===== config.mk =====
export PLATFORM = sky130hd
export DESIGN_NAME = fbh_host
export DESIGN_NICKNAME = d
export VERILOG_FILES = /design/src/rtl/fbh_pkg.sv /design/src/rtl/fbh_cycle.sv /design/src/rtl/fbh_host.sv
export SDC_FILE = /design/constraint.sdc
export NUM_CORES = 1
export LEC_CHECK = 0
export ABC_AREA = 1
export BUFFER_PORTS_ARGS = -buffer_cell sky130_fd_sc_hd__buf_2
export CORE_UTILIZATION = 48
export DETAILED_ROUTE_END_ITERATION = 12
export GPL_ROUTABILITY_DRIVEN = 0
export GPL_TIMING_DRIVEN = 1
export PLACE_DENSITY = 0.69
export SYNTH_ARGS = -nofsm -noshare
export SYNTH_HDL_FRONTEND = slang
export SYNTH_SLANG_ARGS = --single-unit

===== constraint.sdc =====
create_clock -name mclk_i -period 1.6 [get_ports mclk_i]
set_input_delay 0.16 -clock mclk_i [delete_from_list [all_inputs] [get_ports mclk_i]]
set_output_delay 0.16 -clock mclk_i [all_outputs]
set_load 0.01 [all_outputs]

===== src/rtl/fbh_pkg.sv =====
// package: shared constants and types for the flash bus host controller
package fbh_pkg;
  localparam int ADDR_W = 19;
  localparam int DATA_W = 8;
  // command addresses and data bytes of the unlock and autoselect sequences
  localparam logic [18:0] CMD_ADDR_A  = 19'h0_5555;
  localparam logic [18:0] CMD_ADDR_B  = 19'h0_2AAA;
  localparam logic [7:0]  CMD_UNLK_A  = 8'hAA;
  localparam logic [7:0]  CMD_UNLK_B  = 8'h55;
  localparam logic [7:0]  CMD_AUTOSEL = 8'h90;
  localparam logic [7:0]  CMD_RESET   = 8'hF0;
  // autoselect low addresses
  localparam logic [18:0] AS_MAKER    = 19'h0_0000;
  localparam logic [18:0] AS_PART     = 19'h0_0001;
  localparam logic [18:0] AS_PROT     = 19'h0_0002;
  localparam logic [18:0] AS_UNPROT   = 19'h0_0042;
  localparam int SECT_LSB = 16;
  localparam int BIT_SIX  = 6;
  localparam int BIT_NINE = 9;
  // bus timing: access time and strobe widths in ns, converted to 25 ns cycles
  localparam int CLK_NS     = 25;
  localparam int T_ACC_NS   = 150;
  localparam int T_WP_NS    = 50;
  localparam int T_SETUP_NS = 25;
  localparam int ACC_CYC    = (T_ACC_NS + CLK_NS - 1) / CLK_NS;
  localparam int WP_CYC     = (T_WP_NS + CLK_NS - 1) / CLK_NS;
  localparam int SETUP_CYC  = (T_SETUP_NS + CLK_NS - 1) / CLK_NS;
  localparam logic [3:0] CNT_ONE = 4'h1;

  typedef enum logic [2:0] {
    OP_READ    = 3'b000,
    OP_WRITE   = 3'b001,
    OP_AS_ENTR = 3'b010,
    OP_AS_EXIT = 3'b011,
    OP_HV_ID   = 3'b100
  } fbh_op_t;

  typedef struct packed {
    fbh_op_t     op;
    logic [18:0] addr;
    logic [7:0]  data;
  } fbh_req_t;

  typedef struct packed {
    logic        ce_b;
    logic        oe_b;
    logic        we_b;
    logic        hv;
    logic [18:0] addr;
    logic [7:0]  dq;
    logic        dq_oe_b;
  } fbh_pins_t;
endpackage : fbh_pkg


===== src/rtl/fbh_cycle.sv =====
// one asynchronous bus cycle (read or write) on the flash pins
`timescale 1ns/10ps
`default_nettype none
module fbh_cycle (
  input  wire logic              mclk_i,
  input  wire logic              rst_b_i,
  input  wire logic              start_i,
  input  wire logic              wr_i,
  input  wire logic [18:0]       addr_i,
  input  wire logic [7:0]        data_i,
  input  wire logic              hv_i,
  input  wire logic [7:0]        dq_sync_i,
  output logic                   done_o,
  output logic [7:0]             rdata_o,
  output fbh_pkg::fbh_pins_t     pins_o
);
  typedef enum logic [1:0] {
    CY_IDLE  = 2'b00,
    CY_SETUP = 2'b01,
    CY_STRB  = 2'b10,
    CY_HOLD  = 2'b11
  } fbh_cy_t;

  fbh_cy_t    state;
  logic [3:0] cnt;
  logic       wr;

  // setup -> strobe -> hold; chip select frames the strobe so the write
  // edge ordering is address on falling write strobe, data on its rise
  always_ff @(posedge mclk_i or negedge rst_b_i) begin
    if (!rst_b_i) begin
      state <= CY_IDLE;
      cnt   <= 4'h0;
      wr    <= 1'b0;
    end else begin
      case (state)
        CY_IDLE: begin
          if (start_i) begin
            state <= CY_SETUP;
            wr    <= wr_i;
            cnt   <= 4'(fbh_pkg::SETUP_CYC);
          end
        end
        CY_SETUP: begin
          if (cnt == fbh_pkg::CNT_ONE) begin
            state <= CY_STRB;
            cnt   <= wr ? 4'(fbh_pkg::WP_CYC) : 4'(fbh_pkg::ACC_CYC + 1);
          end else begin
            cnt <= cnt - 4'h1;
          end
        end
        CY_STRB: begin
          if (cnt == fbh_pkg::CNT_ONE) begin
            state <= CY_HOLD;
          end else begin
            cnt <= cnt - 4'h1;
          end
        end
        default: state <= CY_IDLE;
      endcase
    end
  end

  always_ff @(posedge mclk_i or negedge rst_b_i) begin
    if (!rst_b_i) begin
      pins_o <= '{ce_b: 1'b1, oe_b: 1'b1, we_b: 1'b1, hv: 1'b0, addr: '0,
                  dq: '0, dq_oe_b: 1'b1};
    end else begin
      case (state)
        CY_IDLE: begin
          if (start_i) begin
            pins_o.addr    <= addr_i;
            pins_o.dq      <= data_i;
            pins_o.hv      <= hv_i;
            pins_o.ce_b    <= 1'b0;
            pins_o.dq_oe_b <= !wr_i;
          end
        end
        CY_SETUP: begin
          if (cnt == fbh_pkg::CNT_ONE) begin
            // gate is already high before the strobe falls, so no gate-rise write start
            pins_o.oe_b <= wr;  // write keeps output gate high
            pins_o.we_b <= !wr; // write strobe low with chip select low
          end
        end
        CY_STRB: begin
          if (cnt == fbh_pkg::CNT_ONE) begin
            // strobe rises before chip select, so it owns the data latch
            pins_o.we_b <= 1'b1;
            pins_o.oe_b <= 1'b1;
          end
        end
        default: begin
          pins_o.ce_b    <= 1'b1;
          pins_o.dq_oe_b <= 1'b1;
          pins_o.hv      <= 1'b0;
        end
      endcase
    end
  end

  // sample read data at the end of the access window, gates still low
  always_ff @(posedge mclk_i or negedge rst_b_i) begin
    if (!rst_b_i) begin
      rdata_o <= 8'h00;
      done_o  <= 1'b0;
    end else begin
      done_o <= (state == CY_HOLD);
      if (state == CY_STRB && cnt == fbh_pkg::CNT_ONE && !wr) begin
        rdata_o <= dq_sync_i;
      end
    end
  end

  AST_WR_GATE: assert property (@(posedge mclk_i) disable iff (!rst_b_i)
    !pins_o.we_b |-> (pins_o.oe_b && !pins_o.ce_b && !pins_o.dq_oe_b))
    else $error("write strobe low without write conditions");
  AST_NO_FIGHT: assert property (@(posedge mclk_i) disable iff (!rst_b_i)
    !pins_o.oe_b |-> pins_o.dq_oe_b)
    else $error("host drives data while flash output gate is low");
  AST_WE_RISE: assert property (@(posedge mclk_i) disable iff (!rst_b_i)
    $rose(pins_o.we_b) |-> !pins_o.ce_b)
    else $error("chip select rose before write strobe");
  AST_WE_FALL: assert property (@(posedge mclk_i) disable iff (!rst_b_i)
    $fell(pins_o.we_b) |-> $past(!pins_o.ce_b))
    else $error("write strobe fell before chip select");
  AST_DONE_BOUND: assert property (@(posedge mclk_i) disable iff (!rst_b_i)
    (start_i && state == CY_IDLE) |-> ##[3:12] done_o)
    else $error("bus cycle did not finish in time");
  COV_WRITE: cover property (@(posedge mclk_i) disable iff (!rst_b_i) $rose(pins_o.we_b));
  COV_READ:  cover property (@(posedge mclk_i) disable iff (!rst_b_i) $rose(pins_o.oe_b));
endmodule : fbh_cycle
`default_nettype wire


===== src/rtl/fbh_host.sv =====
// flash bus host controller: reads, command writes and autoselect sequences
// What this block does
// - data is read only while chip select and output gate are both low
// - hardware identify: raise the high-voltage pin with address bit nine held low, one read per request with bit zero taken from the request
// - write: strobe low while chip select low and output gate high
// - strobe never low while output gate low; no write is started by the gate rising
// - autoselect entered by three unlock writes, left only by reset command
`timescale 1ns/10ps
`default_nettype none
module fbh_host (
  input  wire logic               mclk_i,
  input  wire logic               rst_b_i,
  input  wire logic               req_valid_i,
  input  wire fbh_pkg::fbh_req_t  req_i,
  output logic                    req_ready_o,
  output logic                    rsp_valid_o,
  output logic [7:0]              rsp_data_o,
  output logic                    rsp_par_ok_o,
  output logic                    autosel_o,
  output logic                    ce_b_o,
  output logic                    oe_b_o,
  output logic                    we_b_o,
  output logic                    id_hv_o,
  output logic [18:0]             addr_o,
  output logic [7:0]              dq_o,
  output logic                    dq_oe_b_o,
  input  wire logic [7:0]         dq_i
);
  typedef enum logic [1:0] {
    HS_IDLE = 2'b00,
    HS_RUN  = 2'b01,
    HS_WAIT = 2'b10,
    HS_RESP = 2'b11
  } fbh_hs_t;

  // odd parity over all eight bits of an identification byte
  function automatic logic odd_par(input logic [7:0] b);
    odd_par = ^b;
  endfunction : odd_par

  fbh_hs_t             state;
  fbh_pkg::fbh_req_t   cur;
  logic [1:0]          step;
  logic [1:0]          last_step;
  logic                cy_start;
  logic                cy_done;
  logic [7:0]          cy_rdata;
  fbh_pkg::fbh_pins_t  pins;
  logic [7:0]          dq_m0;
  logic [7:0]          dq_m1;
  logic [7:0]          dq_m2;
  logic [7:0]          dq_stable;
  logic [18:0]         next_addr;
  logic [7:0]          next_data;
  logic                next_hv;

  // data pins cross in from the flash; accept a value once stages two and three agree
  always_ff @(posedge mclk_i or negedge rst_b_i) begin
    if (!rst_b_i) begin
      dq_m0     <= 8'h00;
      dq_m1     <= 8'h00;
      dq_m2     <= 8'h00;
      dq_stable <= 8'h00;
    end else begin
      dq_m0 <= dq_i;
      dq_m1 <= dq_m0;
      dq_m2 <= dq_m1;
      if (dq_m1 == dq_m2) begin
        dq_stable <= dq_m2;
      end
    end
  end

  // per-step address and data of each operation
  always_comb begin
    next_addr = cur.addr;
    next_data = cur.data;
    next_hv   = 1'b0;
    case (cur.op)
      fbh_pkg::OP_AS_ENTR, fbh_pkg::OP_AS_EXIT: begin
        // three unlock writes; command register sits at no array address
        case (step)
          2'd0: begin
            next_addr = fbh_pkg::CMD_ADDR_A;
            next_data = fbh_pkg::CMD_UNLK_A;
          end
          2'd1: begin
            next_addr = fbh_pkg::CMD_ADDR_B;
            next_data = fbh_pkg::CMD_UNLK_B;
          end
          default: begin
            next_addr = fbh_pkg::CMD_ADDR_A;
            next_data = (cur.op == fbh_pkg::OP_AS_ENTR) ? fbh_pkg::CMD_AUTOSEL
                                                        : fbh_pkg::CMD_RESET;
          end
        endcase
      end
      fbh_pkg::OP_HV_ID: begin
        // only bits zero, one, six and the sector bits matter; keep the rest low
        next_addr = 19'h0_0000;
        next_addr[0] = cur.addr[0];
        next_addr[1] = cur.addr[1];
        next_addr[fbh_pkg::BIT_SIX] = cur.addr[fbh_pkg::BIT_SIX];
        next_addr[18:16] = cur.addr[18:16]; // sector for protection verify
        next_hv = 1'b1;
      end
      default: begin
        next_hv = 1'b0; // plain read or write at full address
      end
    endcase
  end

  assign last_step = (cur.op == fbh_pkg::OP_AS_ENTR || cur.op == fbh_pkg::OP_AS_EXIT)
                     ? 2'd2 : 2'd0;

  always_ff @(posedge mclk_i or negedge rst_b_i) begin
    if (!rst_b_i) begin
      state    <= HS_IDLE;
      cur      <= '0;
      step     <= 2'd0;
      cy_start <= 1'b0;
    end else begin
      cy_start <= 1'b0;
      case (state)
        HS_IDLE: begin
          if (req_valid_i) begin
            cur   <= req_i;
            step  <= 2'd0;
            state <= HS_RUN;
          end
        end
        HS_RUN: begin
          cy_start <= 1'b1;
          state    <= HS_WAIT;
        end
        HS_WAIT: begin
          if (cy_done) begin
            if (step == last_step) begin
              state <= HS_RESP;
            end else begin
              step  <= step + 2'd1;
              state <= HS_RUN;
            end
          end
        end
        default: state <= HS_IDLE;
      endcase
    end
  end

  // flash powers up in read state, so the host starts outside autoselect
  always_ff @(posedge mclk_i or negedge rst_b_i) begin
    if (!rst_b_i) begin
      autosel_o <= 1'b0;
    end else if (state == HS_RESP) begin
      if (cur.op == fbh_pkg::OP_AS_ENTR) begin
        autosel_o <= 1'b1;
      end else if (cur.op == fbh_pkg::OP_AS_EXIT) begin
        autosel_o <= 1'b0; // only the reset command leaves it
      end
    end
  end

  // parity flag checks identification bytes; protect reads give 01/00
  always_ff @(posedge mclk_i or negedge rst_b_i) begin
    if (!rst_b_i) begin
      req_ready_o  <= 1'b0;
      rsp_valid_o  <= 1'b0;
      rsp_data_o   <= 8'h00;
      rsp_par_ok_o <= 1'b0;
    end else begin
      req_ready_o <= (state == HS_IDLE) && !req_valid_i;
      rsp_valid_o <= (state == HS_RESP);
      if (state == HS_RESP) begin
        rsp_data_o   <= cy_rdata;
        rsp_par_ok_o <= odd_par(cy_rdata);
      end
    end
  end

  fbh_cycle u_cycle (
    .mclk_i    (mclk_i),
    .rst_b_i   (rst_b_i),
    .start_i   (cy_start),
    .wr_i      (cur.op != fbh_pkg::OP_READ && cur.op != fbh_pkg::OP_HV_ID),
    .addr_i    (next_addr),
    .data_i    (next_data),
    .hv_i      (next_hv),
    .dq_sync_i (dq_stable),
    .done_o    (cy_done),
    .rdata_o   (cy_rdata),
    .pins_o    (pins)
  );

  // pins come straight from the cycle engine's flops; chip select is the
  // frame, so the host deselects and releases data between the steps of an operation
  assign ce_b_o    = pins.ce_b;
  assign oe_b_o    = pins.oe_b;
  assign we_b_o    = pins.we_b;
  assign id_hv_o   = pins.hv;
  assign addr_o    = pins.addr;
  assign dq_o      = pins.dq;
  assign dq_oe_b_o = pins.dq_oe_b;

  AST_AS_SEQ: assert property (@(posedge mclk_i) disable iff (!rst_b_i)
    $rose(autosel_o) |-> $past(cur.op == fbh_pkg::OP_AS_ENTR))
    else $error("autoselect flag set without entry sequence");
  AST_AS_EXIT: assert property (@(posedge mclk_i) disable iff (!rst_b_i)
    $fell(autosel_o) |-> $past(cur.op == fbh_pkg::OP_AS_EXIT))
    else $error("autoselect left without reset command");
  AST_HV_READ: assert property (@(posedge mclk_i) disable iff (!rst_b_i)
    id_hv_o |-> (we_b_o && addr_o[fbh_pkg::BIT_NINE] == 1'b0))
    else $error("high voltage during write or with bit nine driven");
  // an identifier read must come back with odd parity flagged good
  AST_PAR: assert property (@(posedge mclk_i) disable iff (!rst_b_i)
    (rsp_valid_o && cur.op == fbh_pkg::OP_HV_ID) |-> rsp_par_ok_o)
    else $error("identifier byte returned without odd parity");
  AST_RESP_ONE: assert property (@(posedge mclk_i) disable iff (!rst_b_i)
    rsp_valid_o |=> !rsp_valid_o)
    else $error("response held longer than one cycle");
  COV_AS_ENTER: cover property (@(posedge mclk_i) disable iff (!rst_b_i) $rose(autosel_o));
  COV_HV: cover property (@(posedge mclk_i) disable iff (!rst_b_i) $rose(id_hv_o));
  COV_RESP: cover property (@(posedge mclk_i) disable iff (!rst_b_i) rsp_valid_o && autosel_o);
endmodule : fbh_host
`default_nettype wire


==> reports/qor.csv, run 1 <==
stage,metric,value,unit
place,dpl-instance-area,0.00592,mm²
logic_synthesis,postSynthAreaPerCell,10.5,µm²
logic_synthesis,synthTopCellsByArea,"dfrtp_1 58%, nand2_1 10%, mux2_4 7.9%",
timing,fmax,0.666,GHz
logic_synthesis,yosysUniqueCellTypes,32,
job,maxCapViolations,0,
detailed_routing,routed_wl,10800,µm
logic_synthesis,synth_edf_count,0,
timing,tns,0,ns
layout,instances_no_fill,801,
clocking,path_clk_slew,0.06,ns
clocking,cts_setup_buffers,0,
clocking,numCtsBuffers,17,
timing,whs,0.279,ns
clocking,cts_buffer_depth,2,
critical_path,crit_fanout,4,
clocking,clock_sinks,127,
place,hpwl,6750,µm
critical_path,crit_end,u_cycle.cnt[3]$_DFFE_PN0P_,
layout,fin_area,0.00692,mm²
logic_synthesis,syn_area,0.00533,mm²
critical_path,crit_required,2.03,ns
floorplanning,die_w,107,µm
floorplanning,core,0.0108,mm²
timing,hold_viol_final,0,
detailed_routing,drt_first_pass_iters,4,
clocking,cts_root_buf,clkbuf_8,
timing,rsz0062_at_grt,yes,
critical_path,ff2ff_setup_slack,0.1,ns
critical_path,critical_path_class,flip-flop to flip-flop,
floorplanning,placementRows,38,
detailed_routing,ant_nets,0,
global_route,grt_pass1_vias,3845,
critical_path,crit_path_end_kind,flip-flop,
timing,fin_crit_sh,0.938,
logic_synthesis,synth_seq_area_share,0.597,
floorplanning,die_area,0.0115,mm²
logic_synthesis,synthArstFlopShare,1.00,
global_route,overflow,0,
global_route,grt_usage,0.203,
logic_synthesis,ys_ff_latch,127,
layout,final_util,0.638,
timing,relSlewSlack,0.560,
layout,drive_above_1_share,0.275,
logic_synthesis,syn_inst,509,
run_status,status,"complete, no violations",
timing,tightest_slew,0.659,ns
detailed_routing,wl_per_cell,13.5,µm
logic_synthesis,yosysTopAreaCell,dfrtp_1,
clocking,htree_levels,4,
logic_synthesis,syn-num-nets,560,
worst_hold_path,worstHoldPathType,primary input to asynchronous set/reset pin,
global_route,grt_max_degree,128,
timing,maxSlewViolCount,0,
critical_path,reg2reg_depth,8,
detailed_routing,drt_iter0_markers,225,
critical_path,rr_endpoint,u_cycle.cnt[3]$_DFFE_PN0P_,
floorplanning,die_y,107,µm
timing,clock_skew,0.00791,ns
detailed_routing,vias,3862,
place,port_buffers,84,
clocking,cts_tree,built,
global_route,grt_pass1_wl,17800,µm
detailed_routing,via_per_inst,4.82,
layout,antenna_cells,0,
layout,area_growth_syn_to_layout,29.8,%
power_and_ir_drop,vdd_drop_max,1.19,mV
critical_path,crit_arrival,1.93,ns
clocking,clock_latency,0.51,ns
logic_synthesis,ys.flop_type,dfrtp_1,
floorplanning,num_io_pins,85,
floorplanning,initial_utilization,0.492,
layout,fillers,867,
power_and_ir_drop,cellLeakagePower,0.00354,µW
logic_synthesis,yosys.area.top_type_share,0.577,
critical_path,crit_start,u_cycle.state[0]$_DFFE_PN0P_,
global_route,antenna_found_initial,0,
timing,timing.final.crit_period,1.50,ns
critical_path,crit_path_start_kind,flip-flop,
layout,final_nets,700,
timing,setup_viol,0,
detailed_routing,drc_errors,0,
logic_synthesis,yosys_warnings,0,
power_and_ir_drop,power_density,2020,mW/mm²
critical_path,r2r-start,u_cycle.state[0]$_DFFE_PN0P_,
place,dp.cells,730,
[placed cells by master (no fill, tap or decap), drive strengths merged]
master / count
buf: 94
dfstp: 4
clkinvlp: 1
ha: 10
clkbuf: 25
dlygate4sd3: 40
a21oi: 32
mux2: 29
nand2: 147
dfrtp: 123
xnor2: 8
a31oi: 5
nand3: 21
o21ai: 26
nor3: 1
o22ai: 2
nand4: 1
or2: 1
a22oi: 1
o211ai: 1
inv: 34
bufinv: 2
clkinv: 3
nor2: 50
[sequential cells by signal, summed over array words and instances, names as in the netlist, 8 cells and up]
signal / flops
dq_m2: 8
dq_m0: 8
dq_m1: 8
dq_stable: 8
rsp_data_o: 8
u_cycle.rdata_o: 8
cur: 30
u_cycle.pins_o: 32
[cell usage after synthesis (all sizes together), types with 2 or more instances]
| master | instances |
|---|---|
| o21ai | 26 |
| ha | 10 |
| a31oi | 5 |
| dfstp | 4 |
| o22ai | 2 |
| nand2 | 147 |
| nor2 | 50 |
| buf | 12 |
| nand3 | 21 |
| xnor2 | 8 |
| inv | 34 |
| dfrtp | 123 |
| a21oi | 32 |
| mux2 | 29 |
[layout make-up]
cell class              instances  area [µm²]  area share
flip-flops and latches        127        3180       0.460
well taps                     140         175      0.0253
inverters                      34         128      0.0185
repair buffers                134         923       0.134
clock buffers                  25         474      0.0686
multi-input cells             335        1950       0.282
clock inverters                 6        82.6      0.0119
[how the worst min path moves through the flow]
stage,to,slack (ns),cells after the start,start
finish,dq_m0[7]$_DFF_PN0_,0.28,3,rst_b_i
global placement,dq_m0[6]$_DFF_PN0_,0.27,1,dq_i[6]
detailed placement,dq_m0[4]$_DFF_PN0_,0.27,1,dq_i[4]
CTS,dq_m0[4]$_DFF_PN0_,0.26,2,dq_i[4]
floorplan,autosel_o$_DFFE_PN0P_,-0.14,0,rst_b_i
global route,dq_m0[3]$_DFF_PN0_,0.26,2,dq_i[3]
[power breakdown]
part           switching, µW  internal, µW
Sequential               815          4460
Combinational           2830          2290
Clock                   1270          2320
Total                   4910          9070
[layer usage]
metal	track usage	vias to the layer above	routed length, µm
met3	0.0654	21	524
met5	0	-	0
met2	0.313	99	5150
met4	0.0900	0	200
li1	-	1927	-
met1	0.261	1815	4920
[cell families (layout without fill, tap and decap cells)]
| kind of cell | after synthesis | in the layout | synth area share |
|---|---|---|---|
| and+or+nand+nor | 221 | 221 | 0.171 |
| xor gates and xnor gates | 8 | 8 | 0.0131 |
| AOI/OAI and AO/OA | 67 | 67 | 0.0711 |
| muxes | 29 | 29 | 0.0810 |
| adders and majority gates | 10 | 10 | 0.0235 |
| DFF | 127 | 127 | 0.597 |
| buffers and inverters | 47 | 199 | 0.0434 |
[worst max-delay path: stages (launching register included)]
cell and delay [ns]:
dfrtp_1 0.44, inv_2 0.12, ha_2 0.22, nor2_1 0.06, nand2_1 0.07, nand2_1 0.08, nor2_2 0.16, nand2_1 0.12
o21ai_1 0.16
[repair_timing]
item	in CTS	in global routing
endpoints found under the setup margin	0	19
endpoints found under the hold margin	162	0
hold buffers	40	0
gates resized for setup	0	9
[per-stage QoR]
| step | total power (µW) | worst slack [ns] |
|---|---|---|
| detailed placement | 10200 | 0.0822 |
| global route | 15000 | -0.00797 |
| finish | 14000 | 0.0987 |
| global placement | 9990 | 0.147 |
| floorplan | 8780 | 0.199 |
| CTS | 13900 | 0.0773 |
(Power assumes the default switching activity.)
==> inputs of run 2 (changes only) <==
--- a/config.mk
+++ b/config.mk
@@ -7,11 +7,11 @@
 export LEC_CHECK = 0
 export ABC_AREA = 1
 export BUFFER_PORTS_ARGS = -buffer_cell sky130_fd_sc_hd__buf_2
-export CORE_UTILIZATION = 48
+export CORE_UTILIZATION = 56
 export DETAILED_ROUTE_END_ITERATION = 12
 export GPL_ROUTABILITY_DRIVEN = 0
 export GPL_TIMING_DRIVEN = 1
-export PLACE_DENSITY = 0.69
+export PLACE_DENSITY = 0.8
 export SYNTH_ARGS = -nofsm -noshare
 export SYNTH_HDL_FRONTEND = slang
 export SYNTH_SLANG_ARGS = --single-unit
==> run 2 against run 1 <==
  * Non-clock buffer count up 2
  * Maximum frequency down 0.42%
  * Sequential cell count unchanged
  * Total power up 6.6%
  * Worst setup slack worse by 0.0063 ns
  * Cell count down 1.0%
  * Core utilization up 12 points
  * Via count up 5.8%
  * Routed wire length up 9.2%
  * Sequential power about the same
  * Register-to-register slack about the same
  * First-iteration DRC count up 14%
  * Critical path type unchanged
==> reports/qor.csv, run 2 (synthesized netlist as in run 1, its figures left out) <==
stage,metric,value,unit,change
detailed_routing,drt_first_pass_iters,5,,was 4
detailed_routing,ant_nets,0,,unchanged
timing,tightest_slew,0.369,ns,was 0.659 ns
timing,hold_viol_final,0,,unchanged
power_and_ir_drop,power_density,2120,mW/mm²,was 2020 mW/mm²
floorplanning,die_w,99.6,µm,was 107 µm
clocking,numCtsBuffers,17,,unchanged
floorplanning,num_io_pins,85,,unchanged
critical_path,critical_path_class,flip-flop to flip-flop,,unchanged
detailed_routing,drc_errors,0,,unchanged
layout,area_growth_syn_to_layout,32.3,%,was 29.8%
clocking,path_clk_slew,0.06,ns,about the same
floorplanning,die_y,99.6,µm,was 107 µm
detailed_routing,routed_wl,11800,µm,was 10800 µm
place,dp.cells,720,,was 730
layout,instances_no_fill,793,,was 801
layout,largest-register,u_cycle.pins_o,,unchanged
critical_path,critPathBufInv,4,,was 1
clocking,clock_latency,0.51,ns,about the same
clocking,htree_levels,4,,unchanged
clocking,cts_root_buf,clkbuf_8,,unchanged
timing,fmax,0.663,GHz,was 0.666 GHz
power_and_ir_drop,power.total,14900,µW,was 14000 µW
layout,fillers,550,,was 867
timing,setup_viol,0,,unchanged
floorplanning,initial_utilization,0.577,,was 0.492
power_and_ir_drop,cellLeakagePower,0.00359,µW,was 0.00354 µW
detailed_routing,wl_per_cell,14.9,µm,was 13.5 µm
critical_path,crit_required,2.05,ns,was 2.03 ns
place,port_buffers,84,,unchanged
detailed_routing,vias,4085,,was 3862
critical_path,crit_path_end_kind,flip-flop,,unchanged
layout,final_cell_mix,"142 x nand2_1, 122 x dfrtp_1, 83 x buf_2",,"was 143 x nand2_1, 123 x dfrtp_1, 83 x buf_2"
critical_path,r2r-start,u_cycle.state[1]$_DFFE_PN0P_,,was u_cycle.state[0]$_DFFE_PN0P_
global_route,grt_pass1_wl,19600,µm,was 17800 µm
clocking,clock_sinks,127,,unchanged
power_and_ir_drop,vdd_drop_max,1.29,mV,was 1.19 mV
timing,clock_skew,0.00744,ns,was 0.00791 ns
layout,final_common_cell,nand2_1,,unchanged
timing,maxSlewViolCount,0,,unchanged
detailed_routing,drt_iter0_markers,257,,was 225
layout,top_regs,"u_cycle.pins_o (32), cur (30)",,unchanged
critical_path,path_cells,inv_2 -> ha_1 -> buf_4 -> inv_1 -> nand2_1 -> nand2_1 -> nor2_2 -> nand2_1 -> inv_1 -> nand2_1 -> nand2_1,,was inv_2 -> ha_2 -> nor2_1 -> nand2_1 -> nand2_1 -> nor2_2 -> nand2_1 -> o21ai_1
floorplanning,core,0.00924,mm²,was 0.0108 mm²
layout,final_util,0.763,,was 0.638
layout,final_nets,702,,was 700
critical_path,worst_path_max_delay_cell,dfrtp_1,,unchanged
detailed_routing,via_per_inst,5.15,,was 4.82
critical_path,crit_fanout,4,,unchanged
timing,timing.final.crit_period,1.51,ns,was 1.50 ns
layout,drive_above_1_share,0.294,,was 0.275
clocking,cts_buffer_depth,2,,unchanged
run_status,status,"complete, no violations",,unchanged
layout,antenna_cells,0,,unchanged
global_route,antenna_found_initial,0,,unchanged
global_route,grt_usage,0.258,,was 0.203
floorplanning,die_area,0.00991,mm²,was 0.0115 mm²
timing,relSlewSlack,0.753,,was 0.560
critical_path,path_delay_family,simple AND/OR/NAND/NOR gates,,unchanged
critical_path,max_stage_delay,0.41,ns,was 0.44 ns
timing,whs,0.0384,ns,was 0.279 ns
critical_path,crit_top_cell,nand2_1,,unchanged
critical_path,crit_path_start_kind,flip-flop,,unchanged
global_route,overflow,0,,unchanged
clocking,cts_tree,built,,unchanged
critical_path,crit_start,u_cycle.state[1]$_DFFE_PN0P_,,was u_cycle.state[0]$_DFFE_PN0P_
place,hpwl,7340,µm,was 6750 µm
worst_hold_path,worstHoldPathType,primary input to asynchronous set/reset pin,,unchanged
job,maxCapViolations,0,,unchanged
global_route,grt_pass1_vias,4112,,was 3845
floorplanning,placementRows,35,,was 38
timing,fin_crit_sh,0.942,,was 0.938
global_route,grt_max_degree,54,,was 128
layout,largest_reg_flops,32,,unchanged
critical_path,crit_arrival,1.95,ns,was 1.93 ns
-- run 2: per-stage QoR --
stage                     worst slack [ns]  area (µm²)  setup TNS [ns]
after floorplan                      0.199        5330               0
after global placement               0.156        5930               0
after detailed placement           0.00673        5930               0
after CTS                           0.0385        7000               0
after global routing              -0.00198        7050        -0.00338
final                               0.0924        7050               0
-- run 2: metal layers --
metal	routed length (µm)	up-vias	global-route usage
li1	-	1933	-
met1	4910	1986	0.330
met2	6060	148	0.435
met3	660	18	0.0555
met4	158	0	0.0984
met5	0	-	0
-- run 2: layout make-up --
class	count	area, µm²	share of cell area
Timing Repair Buffer	136	955	0.135
Tap cell	129	161	0.0229
Clock buffer	19	432	0.0612
Inverter	34	133	0.0188
Clock inverter	13	235	0.0334
Sequential cell	127	3180	0.452
Multi-Input combinational cell	335	1950	0.277
-- run 2: final timing paths --
| path | endpoint | slack [ns] | depth (start not counted) |
|---|---|---|---|
| max | u_cycle.cnt[2]$_DFFE_PN0P_ | 0.09 | 11 |
| min | dq_m1[1]$_DFF_PN0_ | 0.04 | 2 |
| max reg2reg | u_cycle.cnt[2]$_DFFE_PN0P_ | 0.09 | 11 |
| min reg2reg | dq_m1[4]$_DFF_PN0_ | 0.35 | 0 |
| max in group asynchronous | u_cycle.pins_o[29]$_DFFE_PN1P_ | 0.92 | 3 |
| min in group mclk_i | dq_m0[2]$_DFF_PN0_ | 0.29 | 2 |
-- run 2: worst reg2reg max path, stage by stage (launching register included) --
cell     delay, ns
dfrtp_1       0.41
inv_2         0.09
ha_1          0.17
buf_4         0.13
inv_1         0.05
nand2_1       0.08
nand2_1       0.09
nor2_2        0.15
nand2_1       0.11
inv_1         0.07
nand2_1       0.05
nand2_1       0.05
-- run 2: power breakdown --
part | internal (µW) | total, µW | switching (µW)
logic | 2290 | 5310 | 3020
registers | 4470 | 5290 | 828
clock network | 2900 | 4300 | 1410
-- run 2: repair_timing --
item | CTS | global route
hold endpoints to repair | 162 | 0
pin swaps | 0 | 1
gates resized for setup | 2 | 16
hold buffers | 40 | 0
buffers inserted | 0 | 1
setup endpoints to repair | 3 | 33
